$ cat config.mk
export PLATFORM = sky130hd
export DESIGN_NAME = dct_timers
export DESIGN_NICKNAME = d
export VERILOG_FILES = /design/src/common/dct_pkg.sv /design/src/hw/dct_timers.sv
export VERILOG_INCLUDE_DIRS = /design/src /design/src/common
export SDC_FILE = /design/constraint.sdc
export NUM_CORES = 1
export LEC_CHECK = 0
export ABC_CLOCK_PERIOD_IN_PS = 2600
export BUFFER_PORTS_ARGS = -buffer_cell sky130_fd_sc_hd__buf_2
export CORE_MARGIN = 2
export CORE_UTILIZATION = 50
export CTS_CLUSTER_DIAMETER = 30
export DETAILED_ROUTE_END_ITERATION = 8
export GPL_TIMING_DRIVEN = 0
export PLACE_DENSITY_LB_ADDON = 0.12
export SLEW_MARGIN = 20
export SYNTH_ARGS = -nofsm -noshare
export SYNTH_HDL_FRONTEND = slang
export SYNTH_SLANG_ARGS = --single-unit
$ cat constraint.sdc
create_clock -name clock_i -period 2.6 [get_ports clock_i]
set_clock_uncertainty 0.15 [all_clocks]
set_input_delay 0.39 -clock clock_i [delete_from_list [all_inputs] [get_ports clock_i]]
set_output_delay 0.39 -clock clock_i [all_outputs]
set_load 0.02 [all_outputs]
$ cat src/common/dct_map.svh
`ifndef DCT_MAP_SVH
`define DCT_MAP_SVH
// Register byte addresses on the Wishbone slave.
`define DCT_A_LOW_ADDR 6'h00
`define DCT_A_HIGH_ADDR 6'h04
`define DCT_B_LOW_ADDR 6'h08
`define DCT_B_HIGH_ADDR 6'h0c
`define DCT_CONTROL_ADDR 6'h10
`define DCT_MODE_ADDR 6'h14
`define DCT_CLKSCALE_ADDR 6'h18
`define DCT_IRQ_EN_ADDR 6'h1c
`define DCT_GATE_POL_ADDR 6'h20
`define DCT_IRQ_STAT_ADDR 6'h24
`define DCT_IRQ_CLR_ADDR 6'h28
// Field positions.
`define DCT_CTL_A_RUN 4
`define DCT_CTL_A_OVF 5
`define DCT_CTL_B_RUN 6
`define DCT_CTL_B_OVF 7
`define DCT_MODE_A_LSB 0
`define DCT_MODE_A_CNT 2
`define DCT_MODE_A_GATE 3
`define DCT_MODE_B_LSB 4
`define DCT_MODE_B_CNT 6
`define DCT_MODE_B_GATE 7
`define DCT_CK_DIV_LSB 0
`define DCT_CK_A_SYS 3
`define DCT_CK_B_SYS 4
`define DCT_IE_A 1
`define DCT_IE_B 3
`define DCT_POL_A 0
`define DCT_POL_B 1
`define DCT_ST_A 0
`define DCT_ST_B 1
// Reset values.
`define DCT_RESET_BYTE 8'h00
// Prescaler divide ratios for clock_divide_select 00..11.
`define DCT_DIV0 8'd12
`define DCT_DIV1 8'd4
`define DCT_DIV2 8'd48
`define DCT_DIV3 8'd8
`endif

$ cat src/common/dct_pkg.sv
package dct_pkg;
  // Two-bit mode field encoding.
  typedef enum logic [1:0] {
    DCT_M13 = 2'b00,
    DCT_M16 = 2'b01,
    DCT_M8R = 2'b10,
    DCT_M3 = 2'b11
  } dct_mode_e;
  // Wishbone request from master.
  typedef struct packed {
    logic cyc;
    logic stb;
    logic we;
    logic [5:0] adr;
    logic [3:0] sel;
    logic [31:0] dat;
  } dct_wb_req_s;
  // Per-timer count registers.
  typedef struct packed {
    logic [7:0] high;
    logic [7:0] low;
  } dct_count_s;
endpackage : dct_pkg

$ cat src/hw/dct_timers.sv
// Behaviour
// - counter mode adds one per falling edge on the selected count pin.
// - each count is 16 bits, reached as separate low and high bytes.
// - 13-bit mode uses high byte and low bits 4..0; low 7..5 undefined.
// - 13-bit wrap to zero sets overflow flag and may raise interrupt.
// - count-mode bit picks external falling edges or internal clock.
// - internal clock is system clock if sysclk select set, else prescaled.
// - count only if run set and gate disabled or gate input active.
// - run bit neither clears nor loads the count; software preloads.
// - timer_b mirrors timer_a with own bits, gate and gate polarity.
// - 16-bit mode like 13-bit mode but all sixteen bits count.
// - 8-bit reload mode: low counts, wraps set flag, reload from high.
// - split mode low byte is timer_a's 8-bit counter/timer.
// - split high byte counts internal clock, timer_b run, sets b flag.
// - in split, timer_b never counts edges nor sets its flag; pulse out.
// - timer_b mode 3 stops it; in split, modes 0..2 run it.
// - overflow raises interrupt only if that timer's enable bit set.
//
// The address map and the Wishbone register port were decided locally.
`timescale 1ns/10ps
`include "dct_map.svh"

module dct_timers #(
  parameter int unsigned DIV_WIDTH = 8
) (
  input wire logic clock_i,
  input wire logic reset_i,
  input wire logic wb_cyc_i,
  input wire logic wb_stb_i,
  input wire logic wb_we_i,
  input wire logic [5:0] wb_adr_i,
  input wire logic [3:0] wb_sel_i,
  input wire logic [31:0] wb_dat_i,
  output logic [31:0] wb_dat_o,
  output logic wb_ack_o,
  input wire logic timer_a_count_input_i,
  input wire logic timer_b_count_input_i,
  input wire logic ext_gate_a_i,
  input wire logic ext_gate_b_i,
  output logic timer_b_overflow_pulse_o,
  output logic irq_o
);

  // Elaboration check: the prescaler counter must hold the largest ratio.
  if (DIV_WIDTH < 6) begin : g_bad_div
    $error("DIV_WIDTH must be at least 6 to hold the prescale ratios.");
  end

  dct_pkg::dct_wb_req_s req;
  assign req = '{cyc: wb_cyc_i, stb: wb_stb_i, we: wb_we_i, adr: wb_adr_i,
                 sel: wb_sel_i, dat: wb_dat_i};

  // Software-visible state.
  dct_pkg::dct_count_s count_a;
  dct_pkg::dct_count_s count_b;
  logic [7:0] timer_control_reg;
  logic [7:0] timer_mode_reg;
  logic [7:0] clock_scale_control_reg;
  logic [7:0] interrupt_enable_reg;
  logic [7:0] ext_irq_config_reg;
  logic [1:0] irq_status;
  logic [1:0] irq_enable;

  // Two-flop synchronisers and a third stage for edge detection.
  logic [3:0] pin_meta;
  logic [3:0] pin_sync;
  logic [1:0] pin_last;
  logic [3:0] pin_raw;
  assign pin_raw = {ext_gate_b_i, ext_gate_a_i, timer_b_count_input_i, timer_a_count_input_i};

  genvar gi;
  generate
    for (gi = 0; gi < 4; gi++) begin : g_sync
      // The first stage feeds only the second to keep metastability contained.
      always_ff @(posedge clock_i) begin
        if (reset_i) begin
          pin_meta[gi] <= 1'b0;
          pin_sync[gi] <= 1'b0;
        end else begin
          pin_meta[gi] <= pin_raw[gi];
          pin_sync[gi] <= pin_meta[gi];
        end
      end
    end
  endgenerate

  // Previous synchronised count-pin level for the falling-edge detector.
  always_ff @(posedge clock_i) begin
    if (reset_i) begin
      pin_last <= 2'b00;
    end else begin
      pin_last <= pin_sync[1:0];
    end
  end

  wire edge_a = pin_last[0] & ~pin_sync[0];
  wire edge_b = pin_last[1] & ~pin_sync[1];

  // Prescaler produces a one-cycle tick at the selected divide ratio.
  logic [DIV_WIDTH-1:0] div_count;
  logic [DIV_WIDTH-1:0] div_limit;
  wire [1:0] div_sel = clock_scale_control_reg[`DCT_CK_DIV_LSB +: 2];
  always_comb begin
    unique case (div_sel)
      2'b00: div_limit = DIV_WIDTH'(`DCT_DIV0);
      2'b01: div_limit = DIV_WIDTH'(`DCT_DIV1);
      2'b10: div_limit = DIV_WIDTH'(`DCT_DIV2);
      2'b11: div_limit = DIV_WIDTH'(`DCT_DIV3);
    endcase
  end
  wire pre_tick = (div_count >= div_limit - DIV_WIDTH'(1));
  always_ff @(posedge clock_i) begin
    if (reset_i || pre_tick) begin
      div_count <= '0;
    end else begin
      div_count <= div_count + DIV_WIDTH'(1);
    end
  end

  // Decoded control fields.
  dct_pkg::dct_mode_e mode_a;
  dct_pkg::dct_mode_e mode_b;
  assign mode_a = dct_pkg::dct_mode_e'(timer_mode_reg[`DCT_MODE_A_LSB +: 2]);
  assign mode_b = dct_pkg::dct_mode_e'(timer_mode_reg[`DCT_MODE_B_LSB +: 2]);
  wire run_a = timer_control_reg[`DCT_CTL_A_RUN];
  wire run_b = timer_control_reg[`DCT_CTL_B_RUN];
  wire split = (mode_a == dct_pkg::DCT_M3);

  // Internal tick per timer: system clock or prescaled tick.
  wire int_a = clock_scale_control_reg[`DCT_CK_A_SYS] | pre_tick;
  wire int_b = clock_scale_control_reg[`DCT_CK_B_SYS] | pre_tick;

  // Gate active level follows the polarity bit; a set bit means active high.
  wire gate_a_act = ~(pin_sync[2] ^ ext_irq_config_reg[`DCT_POL_A]);
  wire gate_b_act = ~(pin_sync[3] ^ ext_irq_config_reg[`DCT_POL_B]);
  wire en_a = run_a & (~timer_mode_reg[`DCT_MODE_A_GATE] | gate_a_act);
  wire en_b_norm = run_b & (~timer_mode_reg[`DCT_MODE_B_GATE] | gate_b_act);

  // Source selection; count-mode picks pin edges over internal ticks.
  wire src_a = timer_mode_reg[`DCT_MODE_A_CNT] ? edge_a : int_a;
  // In split mode timer_b ignores run and gate and never counts pin edges.
  wire src_b = (timer_mode_reg[`DCT_MODE_B_CNT] && !split) ? edge_b : int_b;
  wire step_a = en_a & src_a;
  wire step_b = (split ? 1'b1 : en_b_norm) & src_b & (mode_b != dct_pkg::DCT_M3);
  wire step_ah = split & run_b & int_a;

  // Count arithmetic per mode for one timer.
  function automatic logic [16:0] dct_next(input dct_pkg::dct_count_s c,
                                           input dct_pkg::dct_mode_e m);
    logic [12:0] s13;
    logic [16:0] r;
    s13 = {c.high, c.low[4:0]} + 13'h0001;
    r = {1'b0, c.high, c.low};
    unique case (m)
      dct_pkg::DCT_M13: begin
        r = {s13 == 13'h0000, s13[12:5], c.low[7:5], s13[4:0]};
      end
      dct_pkg::DCT_M16: begin
        r = {c.high, c.low} == 16'hffff ? 17'h10000 : {1'b0, c.high, c.low} + 17'h00001;
      end
      dct_pkg::DCT_M8R: begin
        r = c.low == 8'hff ? {1'b1, c.high, c.high} : {1'b0, c.high, c.low + 8'h01};
      end
      dct_pkg::DCT_M3: begin
        r = c.low == 8'hff ? {1'b1, c.high, 8'h00} : {1'b0, c.high, c.low + 8'h01};
      end
    endcase
    return r;
  endfunction : dct_next

  wire [16:0] res_a = dct_next(count_a, mode_a);
  wire [16:0] res_b = dct_next(count_b, mode_b);
  wire [7:0] ah_sum = count_a.high + 8'h01;
  wire ovf_a = step_a & res_a[16];
  wire ovf_ah = step_ah & (count_a.high == 8'hff);
  wire ovf_b_raw = step_b & res_b[16];
  wire set_ovf_b = split ? ovf_ah : ovf_b_raw;

  // Bus decode; a one-cycle ack per request, ack drops the cycle after.
  wire bus_req = req.cyc & req.stb & ~wb_ack_o;
  wire wr = bus_req & req.we & req.sel[0];
  wire wr_a_low = wr & (req.adr == `DCT_A_LOW_ADDR);
  wire wr_a_high = wr & (req.adr == `DCT_A_HIGH_ADDR);
  wire wr_b_low = wr & (req.adr == `DCT_B_LOW_ADDR);
  wire wr_b_high = wr & (req.adr == `DCT_B_HIGH_ADDR);
  wire wr_ctl = wr & (req.adr == `DCT_CONTROL_ADDR);
  wire wr_mode = wr & (req.adr == `DCT_MODE_ADDR);
  wire wr_ck = wr & (req.adr == `DCT_CLKSCALE_ADDR);
  wire wr_ie = wr & (req.adr == `DCT_IRQ_EN_ADDR);
  wire wr_pol = wr & (req.adr == `DCT_GATE_POL_ADDR);
  wire wr_clr = wr & (req.adr == `DCT_IRQ_CLR_ADDR);
  logic [7:0] rd_byte;
  always_comb begin
    unique case (req.adr)
      `DCT_A_LOW_ADDR: rd_byte = count_a.low;
      `DCT_A_HIGH_ADDR: rd_byte = count_a.high;
      `DCT_B_LOW_ADDR: rd_byte = count_b.low;
      `DCT_B_HIGH_ADDR: rd_byte = count_b.high;
      `DCT_CONTROL_ADDR: rd_byte = timer_control_reg;
      `DCT_MODE_ADDR: rd_byte = timer_mode_reg;
      `DCT_CLKSCALE_ADDR: rd_byte = clock_scale_control_reg;
      `DCT_IRQ_EN_ADDR: rd_byte = interrupt_enable_reg;
      `DCT_GATE_POL_ADDR: rd_byte = ext_irq_config_reg;
      `DCT_IRQ_STAT_ADDR: rd_byte = {6'h00, irq_status};
      default: rd_byte = 8'h00;
    endcase
  end

  // Bus handshake and read data register.
  always_ff @(posedge clock_i) begin
    if (reset_i) begin
      wb_ack_o <= 1'b0;
      wb_dat_o <= 32'h00000000;
    end else begin
      wb_ack_o <= bus_req;
      wb_dat_o <= bus_req ? {24'h000000, rd_byte} : 32'h00000000;
    end
  end

  // Count registers; a software write wins over a count in the same cycle.
  // The run bit never touches the count, so software preloads it.
  always_ff @(posedge clock_i) begin
    if (reset_i) begin
      count_a <= '0;
      count_b <= '0;
    end else begin
      if (wr_a_low) count_a.low <= req.dat[7:0];
      else if (step_a) count_a.low <= res_a[7:0];
      if (wr_a_high) count_a.high <= req.dat[7:0];
      else if (step_ah) count_a.high <= ah_sum;
      else if (step_a && !split) count_a.high <= res_a[15:8];
      if (wr_b_low) count_b.low <= req.dat[7:0];
      else if (step_b) count_b.low <= res_b[7:0];
      if (wr_b_high) count_b.high <= req.dat[7:0];
      else if (step_b) count_b.high <= res_b[15:8];
    end
  end

  // Control register; hardware overflow sets win over a software clear.
  always_ff @(posedge clock_i) begin
    if (reset_i) begin
      timer_control_reg <= `DCT_RESET_BYTE;
    end else begin
      timer_control_reg <= wr_ctl ? req.dat[7:0] : timer_control_reg;
      if (ovf_a) timer_control_reg[`DCT_CTL_A_OVF] <= 1'b1;
      if (set_ovf_b) timer_control_reg[`DCT_CTL_B_OVF] <= 1'b1;
    end
  end

  // Configuration registers.
  always_ff @(posedge clock_i) begin
    if (reset_i) begin
      timer_mode_reg <= `DCT_RESET_BYTE;
      clock_scale_control_reg <= `DCT_RESET_BYTE;
      interrupt_enable_reg <= `DCT_RESET_BYTE;
      ext_irq_config_reg <= `DCT_RESET_BYTE;
    end else begin
      if (wr_mode) timer_mode_reg <= req.dat[7:0];
      if (wr_ck) clock_scale_control_reg <= req.dat[7:0];
      if (wr_ie) interrupt_enable_reg <= req.dat[7:0];
      if (wr_pol) ext_irq_config_reg <= req.dat[7:0];
    end
  end

  assign irq_enable = {interrupt_enable_reg[`DCT_IE_B], interrupt_enable_reg[`DCT_IE_A]};

  // Sticky status; clear register is write-one-to-clear, a new event wins.
  always_ff @(posedge clock_i) begin
    if (reset_i) begin
      irq_status <= 2'b00;
    end else begin
      irq_status <= (irq_status & ~(wr_clr ? req.dat[1:0] : 2'b00)) | {set_ovf_b, ovf_a};
    end
  end

  // Interrupt and timer_b overflow pulse, both registered.
  always_ff @(posedge clock_i) begin
    if (reset_i) begin
      irq_o <= 1'b0;
      timer_b_overflow_pulse_o <= 1'b0;
    end else begin
      irq_o <= |(irq_status & irq_enable);
      timer_b_overflow_pulse_o <= ovf_b_raw;
    end
  end

endmodule : dct_timers

==> impl_metrics.toml <==
[global_routing]
grt_usage_pct = 34.2
antenna_found_initial = 0
gr-total-overflow = 0
grt_pass1_wl_mm = 37.4
grt_pass1_vias = 6598
grt_max_degree = 21

[setup_path]
worst-path-stages = 11
crit_family = "compound AO/OA/AOI/OAI gates"
critPathMaxStageDelay_ns = 0.47
crit_fanout = 8
slowest_stage = "a2111o_1"
r2r_slack_ns = -0.18
worst-endpoint-required_ns = 2.76
worst-path-buf-inv = 3
path_cells = "nand2b_4 > ha_4 > a2111o_1 > a211o_4 > o21a_1 > buf_6 > a21oi_4 > buf_4 > buf_6 > a211oi_1 > o21ai_1"
cp_data_arrival_time_ns = 2.93
crit_type = "reg2reg"
rr_worst_depth = 11
setup.worst_path.end_class = "register"
cp-start-kind = "register"
cp_common_cell = "buf_6"

[timing]
slew-limit-headroom_pct = 44.5
setup_viol = 21
tightestPinTransition_ns = 0.832
min_period_ns = 2.78
finalHoldViolations = 0
setup_ws_ns = -0.176
drv_slew = 0
post-route-period-util_pct = 107
grt_setup_unrepaired = "yes"
fmax_ghz = 0.360

[layout]
seq_area_mm2 = 0.00207
multi_input_area_mm2 = 0.00445
area_growth_pct = 18.8
finalNetCount = 982
n_fill_cell = 1230
stdcell_count = 1102
drive_gt1_share_pct = 18.4
diodes = 0
top_regs = "count_a: 16 flops, count_b: 16 flops"

[outcome]
violations = "negative setup slack"
status = "finished, violations left"

[synthesis]
synth_edf_count = 0
seq_area_frac_synth_pct = 31.1
synth_cell_types = 73
synth_warnings = 0
ys_seq_elements = 103
netlist_instances = 848
ys_async_sr_fraction_pct = 0
syn-cell-area_mm2 = 0.00662
avgSynthCellArea_um2 = 7.81
ys.flop_type = "dfxtp_1"

[routing]
via_count = 7107
postRouteAntennaNets = 0
drt-pass1-iter-count = 5
drc = 0
wl_mm = 24.6
via_per_inst = 6.45
wl_per_cell_um = 22.3
drt_iter0_drc = 1001

[placed_design]
post-place-cells = 1072
dpl.hpwl_mm = 17.5
dp_slack_ns = -0.846
place_congestion = 1.05
port_buffers = 24

[pwr]
swShare_pct = 26.8
seq_power_share_pct = 47.8
power.internal_mw = 2.44
pwr-share-clk_pct = 45.3
combPwrFrac_pct = 7.0
vdd_drop_max_v = 0.000478
cellLeakagePower_nw = 2.75
p_sw_uw = 891
power.density_mw_per_mm2 = 423

[clock_tree]
cts_hold_buffers = 0
h-tree-depth = 3
insertion_delay_ns = 0.37
cts-root-buf = "clkbuf_16"
cts.sinks = 103
clock_path_buffers = 2
cts_tree = "yes"
cts_inserted_buffers = 9
path_clk_slew_ns = 0.08

[floorplan]
die-area_mm2 = 0.0142
start_util_pct = 50.6
coreArea_mm2 = 0.0131
dieWidth_um = 119
rows = 42
die_h_um = 119
num_io_pins = 86

[flow_run]
cap_violations = 0

[worst_hold_path]
hold_class = "in2reg"
whs_path_depth = 2
layer usage:
layer  track usage [%]  wire, um  share of wire, %
met2              56.3     11700                48
met3              6.42      2150               8.8
met4              16.1      1140               4.6
met5                 0         0                 0
met1              43.2      9590                39
power groups by stage:
| stage | clock network (mW) | registers [mW] | logic (mW) |
|---|---|---|---|
| 3_5_place_dp | 0 | 1.63 | 0.216 |
| 3_3_place_gp | 0 | 1.63 | 0.214 |
| 5_1_grt | 1.57 | 1.59 | 0.245 |
| 4_1_cts | 1.52 | 1.59 | 0.222 |
| 6_report | 1.51 | 1.59 | 0.231 |
| 2_1_floorplan | 0 | 1.63 | 0.143 |
kinds of logic after synthesis:
family | Yosys count | share of synthesized area, %
mux | 47 | 7.48
compound gates | 229 | 24.2
fa+ha+maj | 10 | 1.89
buf+inv | 111 | 7.99
simple gates | 321 | 23.9
other cells | 2 | 0.113
flops | 103 | 31.1
xor+xnor | 25 | 3.31
final cells by class:
cell class	instances	area share (%)
Multi-Input combinational cell	658	56.6
Sequential cell	103	26.3
Buffer	93	6.08
Timing Repair Buffer	43	3.44
Clock buffer	9	2.86
Tap cell	176	2.80
Clock inverter	7	1.27
Inverter	13	0.620
metrics by stage:
| stage | power, mW | setup TNS [ns] | cell area, um2 | utilization (%) | hold slack [ns] |
|---|---|---|---|---|---|
| final | 3.33 | -1.74 | 7870 | 60.1 | 0.0812 |
| after global routing | 3.41 | -3.86 | 7870 | 60.1 | 0.103 |
| after CTS | 3.33 | -1.09 | 7600 | 58.1 | 0.0803 |
| after detailed placement | 1.84 | -12.39 | 7070 | 54.1 | 0.281 |
| after global placement | 1.84 | -12.30 | 7070 | 54.1 | 0.268 |
| after floorplan | 1.77 | 0 | 6730 | - | 0.263 |
worst reg2reg max path, stage by stage, from the launching register on:
cell      delay [ns]
dfxtp_4         0.35
nand2b_4        0.14
ha_4            0.21
a2111o_1        0.47
a211o_4         0.35
o21a_1          0.20
buf_6           0.14
a21oi_4         0.28
buf_4           0.18
buf_6           0.08
a211oi_1        0.03
o21ai_1         0.13
final timing paths:
kind                                                 start     endpoint
worst min-delay path                 timer_b_count_input_i  pin_meta[1]
worst min register to register                 pin_meta[2]  pin_sync[2]
worst max-delay path            clock_scale_control_reg[0]   count_a[8]
worst max register to register  clock_scale_control_reg[0]   count_a[8]
cell usage in the layout, fill, tap and decap left out, types with 13 or more instances in the layout:
cell type / count
dfxtp_1: 99
nor2_1: 91
nand2_1: 69
clkbuf_1: 50
a21oi_1: 45
buf_4: 42
nand3_1: 38
mux2i_1: 36
buf_2: 35
conb_1: 26
nor3_1: 22
o21ai_0: 21
nor2b_1: 20
a31oi_1: 19
xnor2_1: 17
and3_1: 15
a22oi_1: 15
inv_1: 13
synthesized netlist by cell type (17+ instances only):
cell / number / share of area [%]
a21oi_1: 49 / 3.7
a31oi_1: 21 / 2.0
buf_4: 24 / 2.7
clkbuf_1: 58 / 3.3
dfxtp_1: 103 / 31
mux2i_1: 36 / 5.4
nand2_1: 69 / 3.9
nand3_1: 39 / 2.9
nor2_1: 93 / 5.3
nor2b_1: 20 / 1.9
nor3_1: 24 / 1.8
o21ai_0: 29 / 2.2
xnor2_1: 17 / 2.2
timing repair:
item | CTS | global route
setup buffers | 10 | 8
pin swaps | 15 | 31
endpoints found under the setup margin | 37 | 28
gates cloned | 0 | 1
resized for setup | 36 | 48
hold endpoints to repair | 0 | 0
No activity file was read; power rests on OpenSTA's default activity.
